## src/design/sst_pkg.sv

```systemverilog
package sst_pkg;
  // Register indices on the plain register port.
  localparam logic [2:0] SST_REG_DATA = 3'h0;
  localparam logic [2:0] SST_REG_STATUS = 3'h1;
  localparam logic [2:0] SST_REG_CTRL1 = 3'h2;
  localparam logic [2:0] SST_REG_CTRL2 = 3'h3;
  localparam logic [2:0] SST_REG_CTRL3 = 3'h4;
  localparam logic [2:0] SST_REG_IRQ = 3'h5;
  localparam logic [2:0] SST_REG_MASK = 3'h6;
  localparam logic [2:0] SST_REG_ADDR = 3'h7;
  // Status register bits.
  localparam int SST_ST_BF = 0;
  localparam int SST_ST_RW = 2;
  localparam int SST_ST_START = 3;
  localparam int SST_ST_STOP = 4;
  localparam int SST_ST_ADDRESSED = 5;
  // Control one: clock release bit.
  localparam int SST_C1_CKR = 4;
  // Control two: acknowledge status bit.
  localparam int SST_C2_ACK = 6;
  // Control three bits.
  localparam int SST_C3_SLAVE_COLLISION_DETECT_EN = 2;
  localparam int SST_C3_SCIE = 5;
  // Interrupt status bits.
  localparam int SST_IRQ_SER = 0;
  localparam int SST_IRQ_COL = 1;
  localparam logic [7:0] SST_RST_CTRL1 = 8'h10;
  localparam logic [6:0] SST_RST_ADDR = 7'h2a;
  localparam logic [3:0] SST_BITS_PER_BYTE = 4'h8;
  localparam logic [3:0] SST_ACK_BIT = 4'h9;
  typedef enum logic [2:0] {
    SST_IDLE = 3'b000,
    SST_ADDR = 3'b001,
    SST_AACK = 3'b010,
    SST_HOLD = 3'b011,
    SST_SEND = 3'b100,
    SST_MACK = 3'b101
  } sst_state_t;
endpackage

```

## src/design/sst_slave_tx.sv

```systemverilog
// Chosen here: the register addresses and the address-and-strobe port.
`timescale 1ns/10ps
module sst_slave_tx
  import sst_pkg::*;
(
  input wire logic ref_clk,
  input wire logic reset_n,
  input wire logic [2:0] reg_addr,
  input wire logic [7:0] reg_wdata,
  input wire logic reg_wr,
  input wire logic reg_rd,
  output logic [7:0] reg_rdata,
  input wire logic scl_in,
  output logic scl_out,
  output logic scl_oe,
  input wire logic sda_in,
  output logic sda_out,
  output logic sda_oe,
  output logic irq
);

  logic [2:0] scl_sync_r;
  logic [2:0] sda_sync_r;
  logic scl_r;
  logic sda_r;
  logic scl_rise;
  logic scl_fall;
  logic start_det;
  logic stop_det;

  // Three-stage synchronisers; a level counts once stages two and three agree.
  always_ff @(posedge ref_clk or negedge reset_n) begin
    if (!reset_n) begin
      scl_sync_r <= 3'h7;
      sda_sync_r <= 3'h7;
    end else begin
      scl_sync_r <= {scl_sync_r[1:0], scl_in};
      sda_sync_r <= {sda_sync_r[1:0], sda_in};
    end
  end

  always_ff @(posedge ref_clk or negedge reset_n) begin
    if (!reset_n) begin
      scl_r <= 1'b1;
      sda_r <= 1'b1;
    end else begin
      if (scl_sync_r[1] == scl_sync_r[2]) begin
        scl_r <= scl_sync_r[2];
      end
      if (sda_sync_r[1] == sda_sync_r[2]) begin
        sda_r <= sda_sync_r[2];
      end
    end
  end

  logic scl_q;
  logic sda_q;
  always_ff @(posedge ref_clk or negedge reset_n) begin
    if (!reset_n) begin
      scl_q <= 1'b1;
      sda_q <= 1'b1;
    end else begin
      scl_q <= scl_r;
      sda_q <= sda_r;
    end
  end

  assign scl_rise = scl_r & ~scl_q;
  assign scl_fall = ~scl_r & scl_q;
  assign start_det = scl_r & scl_q & sda_q & ~sda_r;
  assign stop_det = scl_r & scl_q & ~sda_q & sda_r;

  sst_state_t state_r;
  logic [3:0] bit_cnt_r;
  logic [7:0] shift_r;
  logic [7:0] data_buf_r;
  logic buffer_full_r;
  logic rw_r;
  logic start_r;
  logic stop_r;
  logic addressed_r;
  logic ack_status_r;
  logic clock_release_r;
  logic scl_hold_r;
  logic sda_drive_low_r;
  logic [7:0] ctrl3_r;
  logic [6:0] own_addr_r;
  logic [1:0] irq_st_r;
  logic [1:0] irq_mask_r;
  logic ser_set;
  logic col_set;
  logic buf_wr;
  logic rel_wr;
  logic collision;
  logic addr_match;

  assign buf_wr = reg_wr && (reg_addr == SST_REG_DATA);
  assign rel_wr = reg_wr && (reg_addr == SST_REG_CTRL1) && reg_wdata[SST_C1_CKR];
  assign addr_match = (shift_r[7:1] == own_addr_r);
  // Driving a one means releasing SDA; seeing it low at SCL rise is a lost bit.
  assign collision = (state_r == SST_SEND) && scl_rise && ~sda_drive_low_r && ~sda_r;

  // Byte sequencer.
  always_ff @(posedge ref_clk or negedge reset_n) begin
    if (!reset_n) begin
      state_r <= SST_IDLE;
      bit_cnt_r <= 4'h0;
    end else if (start_det) begin
      state_r <= SST_ADDR;
      bit_cnt_r <= 4'h0;
    end else if (stop_det) begin
      state_r <= SST_IDLE;
    end else begin
      case (state_r)
        SST_IDLE: begin
          bit_cnt_r <= 4'h0;
        end
        SST_ADDR: begin
          if (scl_rise) begin
            bit_cnt_r <= bit_cnt_r + 4'h1;
          end
          if (scl_fall && bit_cnt_r == SST_BITS_PER_BYTE) begin
            if (addr_match && shift_r[0]) begin
              state_r <= SST_AACK;
            end else begin
              state_r <= SST_IDLE;
            end
          end
        end
        SST_AACK: begin
          if (scl_fall) begin
            state_r <= SST_HOLD;
            bit_cnt_r <= 4'h0;
          end
        end
        SST_HOLD: begin
          if (!scl_hold_r) begin
            state_r <= SST_SEND;
          end
        end
        SST_SEND: begin
          if (collision && ctrl3_r[SST_C3_SLAVE_COLLISION_DETECT_EN]) begin
            state_r <= SST_IDLE;
          end else if (scl_fall) begin
            bit_cnt_r <= bit_cnt_r + 4'h1;
            if (bit_cnt_r == SST_BITS_PER_BYTE - 4'h1) begin
              state_r <= SST_MACK;
            end
          end
        end
        SST_MACK: begin
          if (scl_fall) begin
            bit_cnt_r <= 4'h0;
            state_r <= ack_status_r ? SST_IDLE : SST_HOLD;
          end
        end
        default: begin
          state_r <= SST_IDLE;
        end
      endcase
    end
  end

  // Shift register: samples address bits, or is loaded by software.
  always_ff @(posedge ref_clk or negedge reset_n) begin
    if (!reset_n) begin
      shift_r <= 8'h00;
    end else if (buf_wr) begin
      shift_r <= reg_wdata;
    end else if (state_r == SST_ADDR && scl_rise) begin
      shift_r <= {shift_r[6:0], sda_r};
    end else if (state_r == SST_SEND && scl_fall) begin
      shift_r <= {shift_r[6:0], 1'b0};
    end
  end

  // SDA is changed only while SCL is low, so it stands through each high phase.
  always_ff @(posedge ref_clk or negedge reset_n) begin
    if (!reset_n) begin
      sda_drive_low_r <= 1'b0;
    end else if (state_r == SST_ADDR && scl_fall && bit_cnt_r == SST_BITS_PER_BYTE
                 && addr_match && shift_r[0]) begin
      sda_drive_low_r <= 1'b1;
    end else if (state_r == SST_HOLD) begin
      sda_drive_low_r <= ~shift_r[7];
    end else if (state_r == SST_SEND && scl_fall) begin
      if (bit_cnt_r == SST_BITS_PER_BYTE - 4'h1) begin
        sda_drive_low_r <= 1'b0;
      end else begin
        sda_drive_low_r <= ~shift_r[6];
      end
    end else if (state_r == SST_IDLE || state_r == SST_MACK
                 || (state_r == SST_AACK && scl_fall)) begin
      sda_drive_low_r <= 1'b0;
    end
  end

  // Clock release bit and the SCL hold it controls.
  always_ff @(posedge ref_clk or negedge reset_n) begin
    if (!reset_n) begin
      clock_release_r <= SST_RST_CTRL1[SST_C1_CKR];
      scl_hold_r <= 1'b0;
    end else if (rel_wr) begin
      clock_release_r <= 1'b1;
      scl_hold_r <= 1'b0;
    end else if ((state_r == SST_AACK && scl_fall)
                 || (state_r == SST_MACK && scl_fall && !ack_status_r)) begin
      clock_release_r <= 1'b0;
      scl_hold_r <= 1'b1;
    end else if (reg_wr && reg_addr == SST_REG_CTRL1) begin
      clock_release_r <= reg_wdata[SST_C1_CKR];
    end else if (state_r == SST_IDLE) begin
      scl_hold_r <= 1'b0;
    end
  end

  // Acknowledge status is taken from SDA at the rising SCL edge in SST_MACK, as address bits are in SST_ADDR.
  always_ff @(posedge ref_clk or negedge reset_n) begin
    if (!reset_n) begin
      ack_status_r <= 1'b0;
    end else if (state_r == SST_MACK && scl_rise) begin
      ack_status_r <= sda_r;
    end
  end

  // Data buffer, buffer full and read/write status.
  always_ff @(posedge ref_clk or negedge reset_n) begin
    if (!reset_n) begin
      data_buf_r <= 8'h00;
      buffer_full_r <= 1'b0;
      rw_r <= 1'b0;
    end else if (state_r == SST_ADDR && scl_fall && bit_cnt_r == SST_BITS_PER_BYTE
                 && addr_match && shift_r[0]) begin
      data_buf_r <= shift_r;
      buffer_full_r <= 1'b1;
      rw_r <= 1'b1;
    end else if (buf_wr) begin
      data_buf_r <= reg_wdata;
    end else if (reg_rd && reg_addr == SST_REG_DATA) begin
      buffer_full_r <= 1'b0;
    end
  end

  // Start, stop and addressed status.
  always_ff @(posedge ref_clk or negedge reset_n) begin
    if (!reset_n) begin
      start_r <= 1'b0;
      stop_r <= 1'b0;
      addressed_r <= 1'b0;
    end else begin
      if (start_det) begin
        start_r <= 1'b1;
        stop_r <= 1'b0;
        addressed_r <= 1'b0;
      end else if (stop_det) begin
        start_r <= 1'b0;
        stop_r <= 1'b1;
        addressed_r <= 1'b0;
      end else if (state_r == SST_AACK) begin
        addressed_r <= 1'b1;
      end else if (state_r == SST_IDLE) begin
        addressed_r <= 1'b0;
      end
    end
  end

  always_ff @(posedge ref_clk or negedge reset_n) begin
    if (!reset_n) begin
      ctrl3_r <= 8'h00;
      own_addr_r <= SST_RST_ADDR;
      irq_mask_r <= 2'h0;
    end else if (reg_wr) begin
      if (reg_addr == SST_REG_CTRL3) begin
        ctrl3_r <= reg_wdata;
      end
      if (reg_addr == SST_REG_ADDR) begin
        own_addr_r <= reg_wdata[6:0];
      end
      if (reg_addr == SST_REG_MASK) begin
        irq_mask_r <= reg_wdata[1:0];
      end
    end
  end

  // Per-byte flag at the ninth falling edge, including the address byte, and at a start when SCIE is set.
  assign ser_set = (scl_fall && (state_r == SST_AACK || state_r == SST_MACK))
                   || (start_det && ctrl3_r[SST_C3_SCIE]);
  assign col_set = collision && ctrl3_r[SST_C3_SLAVE_COLLISION_DETECT_EN];

  // Sticky interrupt bits cleared by reading; a same-cycle event wins.
  always_ff @(posedge ref_clk or negedge reset_n) begin
    if (!reset_n) begin
      irq_st_r <= 2'h0;
    end else begin
      if (ser_set) begin
        irq_st_r[SST_IRQ_SER] <= 1'b1;
      end else if (reg_rd && reg_addr == SST_REG_IRQ) begin
        irq_st_r[SST_IRQ_SER] <= 1'b0;
      end
      if (col_set) begin
        irq_st_r[SST_IRQ_COL] <= 1'b1;
      end else if (reg_rd && reg_addr == SST_REG_IRQ) begin
        irq_st_r[SST_IRQ_COL] <= 1'b0;
      end
    end
  end

  assign irq = |(irq_st_r & irq_mask_r);

  always_ff @(posedge ref_clk or negedge reset_n) begin
    if (!reset_n) begin
      reg_rdata <= 8'h00;
    end else if (reg_rd) begin
      case (reg_addr)
        SST_REG_DATA: reg_rdata <= data_buf_r;
        SST_REG_STATUS: reg_rdata <= {2'h0, addressed_r, stop_r, start_r, rw_r, 1'b0,
                                      buffer_full_r};
        SST_REG_CTRL1: reg_rdata <= {3'h0, clock_release_r, 4'h0};
        SST_REG_CTRL2: reg_rdata <= {1'b0, ack_status_r, 6'h00};
        SST_REG_CTRL3: reg_rdata <= ctrl3_r;
        SST_REG_IRQ: reg_rdata <= {6'h00, irq_st_r};
        SST_REG_MASK: reg_rdata <= {6'h00, irq_mask_r};
        SST_REG_ADDR: reg_rdata <= {1'b0, own_addr_r};
        default: reg_rdata <= 8'h00;
      endcase
    end else begin
      reg_rdata <= 8'h00;
    end
  end

  // Open drain: only ever drive low.
  assign scl_out = 1'b0;
  assign scl_oe = scl_hold_r;
  assign sda_out = 1'b0;
  assign sda_oe = sda_drive_low_r;

endmodule

```

## config.mk

```make
export PLATFORM = sky130hd
export DESIGN_NAME = sst_slave_tx
export DESIGN_NICKNAME = d
export VERILOG_FILES = /design/src/design/sst_pkg.sv /design/src/design/sst_slave_tx.sv
export SDC_FILE = /design/constraint.sdc
export NUM_CORES = 1
export LEC_CHECK = 0
export BUFFER_PORTS_ARGS = -buffer_cell sky130_fd_sc_hd__buf_2
export CORE_UTILIZATION = 40
export CTS_CLUSTER_DIAMETER = 120
export DETAILED_ROUTE_END_ITERATION = 8
export PLACE_DENSITY = 0.57
export SYNTH_ARGS = -nofsm -noshare
export SYNTH_HDL_FRONTEND = slang
export SYNTH_SLANG_ARGS = --single-unit
```

## constraint.sdc

```tcl
create_clock -name ref_clk -period 5.1 [get_ports ref_clk]
set_input_delay 0.765 -clock ref_clk [delete_from_list [all_inputs] [get_ports ref_clk]]
set_output_delay 0.765 -clock ref_clk [all_outputs]
set_load 0.1 [all_outputs]
```

==> flow_metrics.env, run 1 <==
export IMPL_routed_wire_length_on_met3_um=317
export IMPL_cts_sink_count=69
export IMPL_h_tree_depth=3
export IMPL_crit_top_cell="sky130_fd_sc_hd__mux2_2"
export IMPL_netlist_top_cells_area="sky130_fd_sc_hd__dfrtp_1 (40%), sky130_fd_sc_hd__dfstp_2 (11%), sky130_fd_sc_hd__mux2_2 (7.1%)"
export IMPL_cp_start_kind="input port"
export IMPL_max_cap_violations=0
export IMPL_initial_utilization=0.418
export IMPL_topRoutingLayerUsed="met4"
export IMPL_synth_flop_cell="sky130_fd_sc_hd__dfrtp_1"
export IMPL_clk_transition_reported_paths_ns=0.08
export IMPL_detail_route_iter0_violations=101
export IMPL_power_static_leakage_nw=1.75
export IMPL_dr_total_vias=2453
export IMPL_ir_worst_vdd_mv=0.118
export IMPL_grt_pass1_wl_mm=12.5
export IMPL_num_antenna_cells=0
export IMPL_gp_congestion=0.798
export IMPL_number_of_buffers_inserted_during_clock_tree_synthesis=9
export IMPL_nets=361
export IMPL_global_route_usage_total=0.187
export IMPL_tritoncts_clock_tree="done"
export IMPL_drv_slew=0
export IMPL_worstPathRequired_ns=5.32
export IMPL_crit_path_max_cell_delay_ns=0.51
export IMPL_area_growth_syn_to_layout_pct=11.0
export IMPL_drc_errors=0
export IMPL_cts_hold_repair_buffers=0
export IMPL_arrival_ns=2.49
export IMPL_ys_seq_area_frac=0.503
export IMPL_result_of_the_run="completed"
export IMPL_quantity_of_i_o_buffers_inserted_on_ports=27
export IMPL_kind_of_end_point_of_the_critical_path="flop"
export IMPL_die_area_mm2=0.00904
export IMPL_antenna_found_initial=0
export IMPL_synth_top_family_by_area="simple AND/OR/NAND/NOR gates"
export IMPL_syn_inst=322
export IMPL_yosys_area_share_xor_xnor=0.0202
export IMPL_asyncSetResetFlopFracSynth=1.00
export IMPL_fp_coreArea_mm2=0.00830
export IMPL_synth_compound_area_share=0.134
export IMPL_hold_viol=0
export IMPL_dp_hpwl_mm=5.39
export IMPL_critical_path_max_fanout=23
export IMPL_crit_path_cell_trace="buf_2 -> nor3_1 -> nand2_1 -> mux2_2 -> mux2_2"
export IMPL_synth_top_cell_area_share=0.397
export IMPL_setup_viol=0
export IMPL_synth_adder_area_share=0.0130
export IMPL_synth_seq_cells=69
export IMPL_ctsLongestPathBuffers=2
export IMPL_clk_root_buffer_cell="sky130_fd_sc_hd__clkbuf_8"
export IMPL_rsz0062_at_grt="no"
export IMPL_die_height_um=95.1
export IMPL_grt_start_max_net_pins=70
export IMPL_report_power_total_mw=1.48
export IMPL_final_layout_size_suffix_gt1_frac=0.274
export IMPL_wire_per_inst_um=17.2
export IMPL_worst_skew_pair_late_latency_ns=0.35
export IMPL_i_o_pin_total=30
export IMPL_met2_length_mm=3.45
export IMPL_maxClockFrequency_mhz=442
export IMPL_dr_vias_cell=5.43
export IMPL_drt_met1_wl_mm=3.87
export IMPL_cp_slowest_cell="sky130_fd_sc_hd__nand2_1"
export IMPL_synth_simple_gate_area_frac=0.152
export IMPL_worst_slew_pin_transition_ns=0.878
export IMPL_ys_warn_count=0
export IMPL_first_global_vias=2350
export IMPL_finClkSkew_ns=0.0160
export IMPL_postCtsSetupBuffers=0
export IMPL_number_of_enable_type_register_cells_in_the_synthesized_netlist=0
export IMPL_drt_pass1_iter_count=4
export IMPL_std_cell_rows=33
export IMPL_dominant_cell_type_by_area_after_synthesis="sky130_fd_sc_hd__dfrtp_1"
export IMPL_final_period_minus_worst_setup_slack_ns=2.26
export IMPL_totalNegativeSetupSlack_ns=0
export IMPL_totalWireLength_mm=7.76
export IMPL_cts_resized_gates=0
export IMPL_post_synth_instance_area_mm2=0.00347
export IMPL_timing_critical_path_max_delay_family="simple AND/OR/NAND/NOR gates"
export IMPL_synth_cell_types=57
export IMPL_worst_hold_path_type="flop to flop"
export IMPL_min_period_over_period=0.444
export IMPL_grt_overflow_total=0
export IMPL_horizontal_die_dimension_um=95.1
export IMPL_number_of_buffers_and_inverters_on_the_critical_path=1
export IMPL_crit_type="input port to flop"
export IMPL_yosys_mux_area_fraction=0.137
export IMPL_max_slew_margin=0.415
export IMPL_ant_nets=0
export IMPL_synth_area_per_cell_um2=10.8
export IMPL_pwr_density_cell_mw_per_mm2=384
-- where the power goes --
part / internal, mW / leakage [nW] / switching, mW
combinational: 0.125 / 0.806 / 0.165
clock: 0.237 / 0.107 / 0.216
sequential: 0.646 / 0.835 / 0.0879
-- cells in the final DEF, fill, tap and decap left out, types with 6 or more instances in the layout --
master | synthesis | routed
sky130_fd_sc_hd__nor2b_1 | 6 | 6
sky130_fd_sc_hd__mux2_4 | 7 | 7
sky130_fd_sc_hd__dfrtp_1 | 55 | 55
sky130_fd_sc_hd__clkbuf_8 | 0 | 9
sky130_fd_sc_hd__a21oi_1 | 23 | 23
sky130_fd_sc_hd__nand2_1 | 28 | 28
sky130_fd_sc_hd__dfstp_2 | 14 | 14
sky130_fd_sc_hd__inv_1 | 10 | 10
sky130_fd_sc_hd__buf_2 | 6 | 27
sky130_fd_sc_hd__o21ai_0 | 28 | 28
sky130_fd_sc_hd__nand2b_1 | 9 | 9
sky130_fd_sc_hd__xor2_1 | 7 | 7
sky130_fd_sc_hd__nor2_1 | 16 | 16
sky130_fd_sc_hd__mux2i_1 | 10 | 10
sky130_fd_sc_hd__mux2_2 | 22 | 22
-- layer usage --
layer  vias up  GRT usage
li1       1183          -
met1      1210      0.268
met2        49      0.274
met3        11     0.0343
met4         0     0.0846
met5         -          0
-- logic make-up after synthesis --
| group | Yosys count |
|---|---|
| compound gates | 76 |
| fa+ha+maj | 4 |
| simple gates | 94 |
| other cells | 1 |
| mux | 40 |
| flops | 69 |
| xor+xnor | 8 |
| buf+inv | 30 |
-- through the flow --
step           hold slack, ns  std cells  utilization  cell area [um^2]  setup WS [ns]
2_1_floorplan           0.345        323            -              3470           2.92
3_3_place_gp            0.346        436        0.439              3640           2.53
3_5_place_dp            0.348        436        0.439              3640           2.48
4_1_cts                 0.360        452        0.463              3850           2.83
5_1_grt                 0.365        452        0.463              3850           2.70
6_report                0.359        452        0.463              3850           2.84
-- layout make-up --
type                       instances  area, um^2
fill                             786        4450
multi-input combinational        224        1590
timing repair buffer              28         143
sequential                        69        1740
clock inverter                     4        26.3
tap                              105         131
inverter                          10        37.5
clock buffer                      12         178
-- final timing paths --
check,depth (start not counted),slack [ns],to,startpoint
setup / recovery,5,2.84,data_buf_r[7]$_DFFE_PN0P_,reg_addr[1]
hold / removal,0,0.36,sda_sync_r[1]$_DFF_PN1_,sda_sync_r[0]$_DFF_PN1_
setup reg to reg,5,2.96,data_buf_r[6]$_DFFE_PN0P_,state_r[0]$_DFFE_PN0P_
hold reg to reg,0,0.36,sda_sync_r[1]$_DFF_PN1_,sda_sync_r[0]$_DFF_PN1_
max in group asynchronous,2,3.90,shift_r[6]$_DFFE_PN0P_,reset_n
min in group asynchronous,2,0.59,stop_r$_DFFE_PN0P_,reset_n
-- Yosys cell counts, types with 6 or more instances --
library cell	number
sky130_fd_sc_hd__nand2_1	28
sky130_fd_sc_hd__o21ai_0	28
sky130_fd_sc_hd__nor2_1	16
sky130_fd_sc_hd__a21oi_1	23
sky130_fd_sc_hd__dfstp_2	14
sky130_fd_sc_hd__nand2b_1	9
sky130_fd_sc_hd__dfrtp_1	55
sky130_fd_sc_hd__buf_2	6
sky130_fd_sc_hd__xor2_1	7
sky130_fd_sc_hd__nor2b_1	6
sky130_fd_sc_hd__mux2_2	22
sky130_fd_sc_hd__mux2i_1	10
sky130_fd_sc_hd__mux2_4	7
sky130_fd_sc_hd__inv_1	10
sky130_fd_sc_hd__clkbuf_1	7
-- worst reg2reg max path: stages (launching register included) --
cell and delay (ns):
sky130_fd_sc_hd__dfrtp_1 0.61, sky130_fd_sc_hd__nor2b_1 0.28, sky130_fd_sc_hd__and3_1 0.20, sky130_fd_sc_hd__nand4_1 0.13, sky130_fd_sc_hd__or3_4 0.47, sky130_fd_sc_hd__mux2_4 0.33
-- state kept, by name (all words and copies together) (netlist names), 2 cells and up --
name and count:
shift_r 8, data_buf_r 8, ctrl3_r 8, state_r 3, scl_sync_r 3, bit_cnt_r 4
own_addr_r 7, sda_sync_r 3, irq_mask_r 2, irq_st_r 2, reg_rdata 8
No activity file was read; power rests on OpenSTA's default activity.
==> run 2, diff against run 1 <==
==> constraint.sdc (replaced) <==
create_clock -name ref_clk -period 2.16 [get_ports ref_clk]
set_input_delay 0.324 -clock ref_clk [delete_from_list [all_inputs] [get_ports ref_clk]]
set_output_delay 0.324 -clock ref_clk [all_outputs]
set_load 0.1 [all_outputs]
==> run 2 against run 1 <==
  * Largest power group unchanged
  * Flip-flop and latch count stayed put
  * Clock power is 150% higher
  * Sequential share of layout area is 1.3 points lower
  * Hold slack worse by 0.37 ns
  * Global-route usage is 0.58 points higher
  * The run now ends with hold timing left
  * Worst setup slack worse by 2.7 ns
  * Register-to-register slack worse by 2.8 ns
  * Highest routed layer unchanged
  * Sequential power is 130% higher
  * Largest cell class unchanged
==> flow_metrics.env, run 2 (synthesis results as in run 1) <==
export IMPL_wire_per_inst_um=17.2
export IMPL_die_height_um=95.1
export IMPL_hold_viol=13
export IMPL_dpl_instance_area_mm2=0.00374
export IMPL_arrival_ns=2.24
export IMPL_met2_length_mm=3.59
export IMPL_startpoint="scl_r$_DFFE_PN1N_"
export IMPL_gp_congestion=0.822
export IMPL_power_static_leakage_nw=1.82
export IMPL_cp_slowest_cell="sky130_fd_sc_hd__dfstp_2"
export IMPL_hold_worst_slack_ns=-0.00602
export IMPL_nets=372
export IMPL_min_period_over_period=0.932
export IMPL_dr_total_vias=2491
export IMPL_crit_type="flop to flop"
export IMPL_layout_cells_most_common="sky130_fd_sc_hd__dfrtp_1"
export IMPL_drc_errors=0
export IMPL_drt_met1_wl_mm=3.93
export IMPL_design_area_mm2=0.00396
export IMPL_finClkSkew_ns=0.0148
export IMPL_failed_checks="hold timing"
export IMPL_result_of_the_run="complete, but fails checks"
export IMPL_cts_sink_count=69
export IMPL_crit_path_cell_trace="nor4b_1 -> a21oi_1 -> a32oi_2 -> a21oi_2 -> mux2_4"
export IMPL_crit_path_max_cell_delay_ns=0.63
export IMPL_antenna_found_initial=0
export IMPL_std_cell_rows=33
export IMPL_global_route_usage_total=0.193
export IMPL_ant_nets=0
export IMPL_num_antenna_cells=0
export IMPL_drt_pass1_iter_count=5
export IMPL_grt_pass1_wl_mm=12.8
export IMPL_final_period_minus_worst_setup_slack_ns=2.01
export IMPL_cts_resized_gates=0
export IMPL_h_tree_depth=3
export IMPL_grt_overflow_total=0
export IMPL_worst_slew_pin_transition_ns=0.528
export IMPL_quantity_of_i_o_buffers_inserted_on_ports=27
export IMPL_pwr_density_cell_mw_per_mm2=903
export IMPL_first_global_vias=2389
export IMPL_area_growth_syn_to_layout_pct=14.3
export IMPL_critical_path_max_fanout=11
export IMPL_cp_start_kind="flop"
export IMPL_dp_hpwl_mm=5.60
export IMPL_worst_skew_pair_late_latency_ns=0.35
export IMPL_drv_slew=0
export IMPL_totalWireLength_mm=7.96
export IMPL_number_of_buffers_and_inverters_on_the_critical_path=0
export IMPL_worst_hold_path_type="input port to async pin"
export IMPL_dr_vias_cell=5.38
export IMPL_tritoncts_clock_tree="done"
export IMPL_clk_transition_reported_paths_ns=0.09
export IMPL_max_slew_margin=0.647
export IMPL_clk_root_buffer_cell="sky130_fd_sc_hd__clkbuf_8"
export IMPL_i_o_pin_total=30
export IMPL_maxClockFrequency_mhz=497
export IMPL_totalNegativeSetupSlack_ns=0
export IMPL_final_layout_size_suffix_gt1_frac=0.296
export IMPL_cts_hold_repair_buffers=0
export IMPL_mostFrequentLayoutCells="sky130_fd_sc_hd__dfrtp_1 (55), sky130_fd_sc_hd__o21ai_0 (28), sky130_fd_sc_hd__nand2_1 (28)"
export IMPL_ir_worst_vdd_mv=0.350
export IMPL_initial_utilization=0.418
export IMPL_grt_start_max_net_pins=70
export IMPL_routed_wire_length_on_met3_um=359
export IMPL_rsz0062_at_grt="no"
export IMPL_worst_reg2reg_path_startpoint="scl_r$_DFFE_PN1N_"
export IMPL_kind_of_end_point_of_the_critical_path="flop"
export IMPL_timing_critical_path_max_delay_family="flip-flops"
export IMPL_die_area_mm2=0.00904
export IMPL_postCtsSetupBuffers=0
export IMPL_max_cap_violations=0
export IMPL_fp_coreArea_mm2=0.00830
export IMPL_horizontal_die_dimension_um=95.1
export IMPL_number_of_buffers_inserted_during_clock_tree_synthesis=9
export IMPL_ctsLongestPathBuffers=2
export IMPL_topRoutingLayerUsed="met4"
export IMPL_detail_route_iter0_violations=135
export IMPL_setup_viol=0
export IMPL_worstPathRequired_ns=2.39
## run 2: final timing paths
path | to | slack (ns) | depth (start not counted)
max | state_r[0]$_DFFE_PN0P_ | 0.15 | 5
min reg2reg | scl_sync_r[1]$_DFF_PN1_ | 0.36 | 0
min in group ref_clk | scl_sync_r[0]$_DFF_PN1_ | 0.07 | 1
min | reg_rdata[6]$_DFF_PN0_ | -0.006 | 2
max in group asynchronous | scl_sync_r[0]$_DFF_PN1_ | 1.83 | 2
max reg2reg | state_r[0]$_DFFE_PN0P_ | 0.15 | 5
## run 2: power by group
group | switching (mW) | internal [mW]
Sequential | 0.195 | 1.52
Combinational | 0.410 | 0.316
Clock | 0.504 | 0.628
## run 2: worst reg2reg max path, stage by stage (launching register included)
cell	delay, ns
sky130_fd_sc_hd__dfstp_2	0.63
sky130_fd_sc_hd__nor4b_1	0.39
sky130_fd_sc_hd__a21oi_1	0.19
sky130_fd_sc_hd__a32oi_2	0.30
sky130_fd_sc_hd__a21oi_2	0.11
sky130_fd_sc_hd__mux2_4	0.30
## run 2: stage by stage
stage	instances	setup slack, ns	power [mW]	util
finish	463	0.147	3.58	0.477
global route	463	0.0240	3.77	0.477
CTS	463	0.150	3.61	0.477
detailed placement	447	0.175	2.48	0.450
global placement	447	0.144	2.46	0.450
floorplan	323	0.0826	2.23	-
## run 2: per-layer routing
layer | vias up | global-route usage
met5 | - | 0
met1 | 1217 | 0.280
li1 | 1203 | -
met3 | 7 | 0.0431
met4 | 0 | 0.0606
met2 | 64 | 0.285
## run 2: layout make-up
| class | count | area, um^2 |
|---|---|---|
| well taps | 105 | 131 |
| clock inverters | 3 | 20.0 |
| fillers | 776 | 4340 |
| clock buffers | 13 | 203 |
| inverters | 10 | 37.5 |
| multi-input cells | 224 | 1590 |
| flip-flops and latches | 69 | 1740 |
| repair buffers | 39 | 238 |
==> run 3, diff against run 2 <==
--- a/config.mk
+++ b/config.mk
@@ -5,6 +5,7 @@
 export SDC_FILE = /design/constraint.sdc
 export NUM_CORES = 1
 export LEC_CHECK = 0
+export ABC_AREA = 1
 export BUFFER_PORTS_ARGS = -buffer_cell sky130_fd_sc_hd__buf_2
 export CORE_UTILIZATION = 40
 export CTS_CLUSTER_DIAMETER = 120
==> run 3 against run 2 <==
  * The run now ends clean
  * Total power up 6.6%
  * Final area is 3.0% higher
  * Flip-flop and latch count is the same
  * Critical path depth grew 4
  * Utilization fell by 1.2 points
  * Clock skew down 0.0042 ns
  * Non-clock buffer count decreased by 10
  * Clock power up 5%
  * Die area is 5.1% higher
  * Sequential share of layout area down 1.3 points
  * Critical endpoint is now data_buf_r[4]$_DFFE_PN0P_
  * Largest power group unchanged
==> flow_metrics.env, run 3 <==
export IMPL_clk_root_buffer_cell="sky130_fd_sc_hd__clkbuf_8"
export IMPL_i_o_pin_total=30
export IMPL_horizontal_die_dimension_um=97.5
export IMPL_cp_start_kind="flop"
export IMPL_fill_cells=906
export IMPL_setup_viol=0
export IMPL_gr_usage_met1=0.274
export IMPL_final_period_minus_worst_setup_slack_ns=1.75
export IMPL_worst_slew_pin_transition_ns=0.636
export IMPL_wire_per_inst_um=15.2
export IMPL_min_period_over_period=0.812
export IMPL_globalRouteMet2Util=0.320
export IMPL_syn_inst=439
export IMPL_asyncSetResetFlopFracSynth=1.00
export IMPL_report_power_total_mw=3.82
export IMPL_multiInputGateArea_mm2=0.00162
export IMPL_number_of_enable_type_register_cells_in_the_synthesized_netlist=0
export IMPL_area_growth_syn_to_layout_pct=11.8
export IMPL_yosys_area_share_xor_xnor=0.00720
export IMPL_rsz0062_at_grt="no"
export IMPL_ir_worst_vdd_mv=0.506
export IMPL_post_synth_instance_area_mm2=0.00365
export IMPL_cts_hold_repair_buffers=1
export IMPL_clk_transition_reported_paths_ns=0.08
export IMPL_nets=488
export IMPL_detail_route_iter0_violations=196
export IMPL_crit_type="flop to flop"
export IMPL_die_height_um=97.5
export IMPL_grt_pass1_wl_mm=15.0
export IMPL_std_cell_rows=34
export IMPL_max_cap_violations=0
export IMPL_cts_sink_count=69
export IMPL_final_layout_size_suffix_gt1_frac=0.200
export IMPL_yosys_mux_area_fraction=0.00309
export IMPL_grt_start_max_net_pins=47
export IMPL_finClkSkew_ns=0.0106
export IMPL_result_of_the_run="completed"
export IMPL_reg_area_mm2=0.00174
export IMPL_setup_reg_to_reg_worst_slack_ns=0.41
export IMPL_critical_path_max_fanout=18
export IMPL_num_antenna_cells=0
export IMPL_synth_seq_cells=69
export IMPL_totalNegativeSetupSlack_ns=0
export IMPL_grt_busiest_layer="met2"
export IMPL_synth_top_family_by_area="simple AND/OR/NAND/NOR gates"
export IMPL_dominant_cell_type_by_area_after_synthesis="sky130_fd_sc_hd__dfrtp_1"
export IMPL_synth_compound_area_share=0.109
export IMPL_grt_overflow_total=0
export IMPL_mostFrequentLayoutCells="sky130_fd_sc_hd__nand2_1 (141), sky130_fd_sc_hd__dfrtp_1 (55), sky130_fd_sc_hd__inv_1 (45)"
export IMPL_netlist_top_cells_area="sky130_fd_sc_hd__dfrtp_1 (38%), sky130_fd_sc_hd__nand2_1 (15%), sky130_fd_sc_hd__dfstp_2 (10%)"
export IMPL_gp_congestion=0.897
export IMPL_pwr_density_cell_mw_per_mm2=935
export IMPL_first_global_vias=2955
export IMPL_global_route_usage_total=0.200
export IMPL_worst_skew_pair_late_latency_ns=0.35
export IMPL_dp_hpwl_mm=6.67
export IMPL_dr_vias_cell=5.13
export IMPL_arrival_ns=2.04
export IMPL_synth_area_per_cell_um2=8.31
export IMPL_number_of_buffers_inserted_during_clock_tree_synthesis=9
export IMPL_antenna_found_initial=0
export IMPL_layout_cells_most_common="sky130_fd_sc_hd__nand2_1"
export IMPL_max_slew_margin=0.573
export IMPL_die_area_mm2=0.00950
export IMPL_postCtsSetupBuffers=0
export IMPL_drt_pass1_iter_count=4
export IMPL_cts_resized_gates=0
export IMPL_tritoncts_clock_tree="done"
export IMPL_ys_seq_area_frac=0.478
export IMPL_synth_simple_gate_area_frac=0.310
export IMPL_synthMostInstantiatedCell="sky130_fd_sc_hd__nand2_1"
export IMPL_totalWireLength_mm=8.87
export IMPL_worst_hold_path_type="input port to flop"
export IMPL_quantity_of_i_o_buffers_inserted_on_ports=27
export IMPL_drv_slew=0
export IMPL_synth_flop_cell="sky130_fd_sc_hd__dfrtp_1"
export IMPL_synth_adder_area_share=0.0123
export IMPL_yosys_top_cells_count="sky130_fd_sc_hd__nand2_1 (141), sky130_fd_sc_hd__dfrtp_1 (55), sky130_fd_sc_hd__inv_1 (45), sky130_fd_sc_hd__o21ai_0 (38), sky130_fd_sc_hd__nand3_1 (24)"
export IMPL_power_static_leakage_nw=2.05
export IMPL_synth_top_cell_area_share=0.377
export IMPL_dr_total_vias=2986
export IMPL_met3_capacity_usage_during_global_routing=0.0367
export IMPL_hold_viol=0
export IMPL_worstPathRequired_ns=2.45
export IMPL_synth_cell_types=40
export IMPL_ys_warn_count=0
export IMPL_ant_nets=0
export IMPL_fp_coreArea_mm2=0.00876
export IMPL_initial_utilization=0.416
export IMPL_drc_errors=0
export IMPL_ctsLongestPathBuffers=2
export IMPL_kind_of_end_point_of_the_critical_path="flop"
export IMPL_h_tree_depth=3
export IMPL_maxClockFrequency_mhz=570
[run 3: cell types whose count changed after synthesis, moves of 13 or more]
cell                      previous run  this run
sky130_fd_sc_hd__a21oi_1            23        10
sky130_fd_sc_hd__inv_1              10        45
sky130_fd_sc_hd__mux2_2             22         1
sky130_fd_sc_hd__nand2_1            28       141
sky130_fd_sc_hd__nand3_1             3        24
[run 3: cell families after synthesis]
family / count (synthesis)
AO/OA/AOI/OAI: 70
buffers and inverters: 62
AND/OR/NAND/NOR: 229
flip-flops: 69
multiplexers: 1
other: 1
adder cells (fa/ha/maj): 4
XOR/XNOR: 3
[run 3: critical path: stages (launching register included)]
cell and delay, ns:
sky130_fd_sc_hd__dfrtp_1 0.45, sky130_fd_sc_hd__inv_2 0.21, sky130_fd_sc_hd__nand2_4 0.09, sky130_fd_sc_hd__nor2_8 0.14, sky130_fd_sc_hd__nand3_4 0.11, sky130_fd_sc_hd__nor2_8 0.19, sky130_fd_sc_hd__nand3_4 0.24, sky130_fd_sc_hd__nand2_1 0.13
sky130_fd_sc_hd__nand2_1 0.07, sky130_fd_sc_hd__nand2_1 0.06
[run 3: through the flow]
| stage | utilization | instance area (um^2) | instances | setup WS, ns | hold slack (ns) |
|---|---|---|---|---|---|
| final | 0.465 | 4080 | 582 | 0.407 | 0.0771 |
| after global routing | 0.465 | 4080 | 582 | 0.265 | 0.0654 |
| after detailed placement | 0.439 | 3850 | 565 | 0.377 | 0.342 |
| after global placement | 0.439 | 3850 | 565 | 0.424 | 0.334 |
| after CTS | 0.465 | 4080 | 582 | 0.388 | 0.0663 |
| after floorplan | - | 3650 | 440 | 0.513 | 0.0284 |
[run 3: path summary, 6_finish.rpt]
check / start / endpoint / cells past startpoint
worst max-delay path: state_r[1]$_DFFE_PN0P_ / data_buf_r[4]$_DFFE_PN0P_ / 9
worst min-delay path: sda_in / sda_sync_r[0]$_DFF_PN1_ / 1
worst max register to register: state_r[1]$_DFFE_PN0P_ / data_buf_r[4]$_DFFE_PN0P_ / 9
worst min register to register: scl_sync_r[0]$_DFF_PN1_ / scl_sync_r[1]$_DFF_PN1_ / 0
max in group asynchronous: reset_n / own_addr_r[5]$_DFFE_PN1P_ / 3
min in group asynchronous: reset_n / irq_mask_r[0]$_DFFE_PN0P_ / 2
[run 3: power breakdown]
group / internal, mW / leakage, nW / switching [mW] / total [mW]
Sequential: 1.53 / 0.865 / 0.193 / 1.73
Clock: 0.656 / 0.106 / 0.532 / 1.19
Combinational: 0.279 / 1.07 / 0.621 / 0.900
[run 3: final cells by class]
class | instances | share of cell area
Inverter | 51 | 0.0469
Sequential cell | 69 | 0.428
Clock inverter | 7 | 0.0239
Tap cell | 108 | 0.0331
Timing Repair Buffer | 29 | 0.0405
Clock buffer | 9 | 0.0304
Multi-Input combinational cell | 309 | 0.398
[run 3: per-layer routing]
| layer | vias up | share of wire |
|---|---|---|
| met5 | - | 0 |
| met4 | 0 | 0.014 |
| met3 | 9 | 0.040 |
| met2 | 69 | 0.47 |
| met1 | 1429 | 0.48 |
| li1 | 1479 | - |
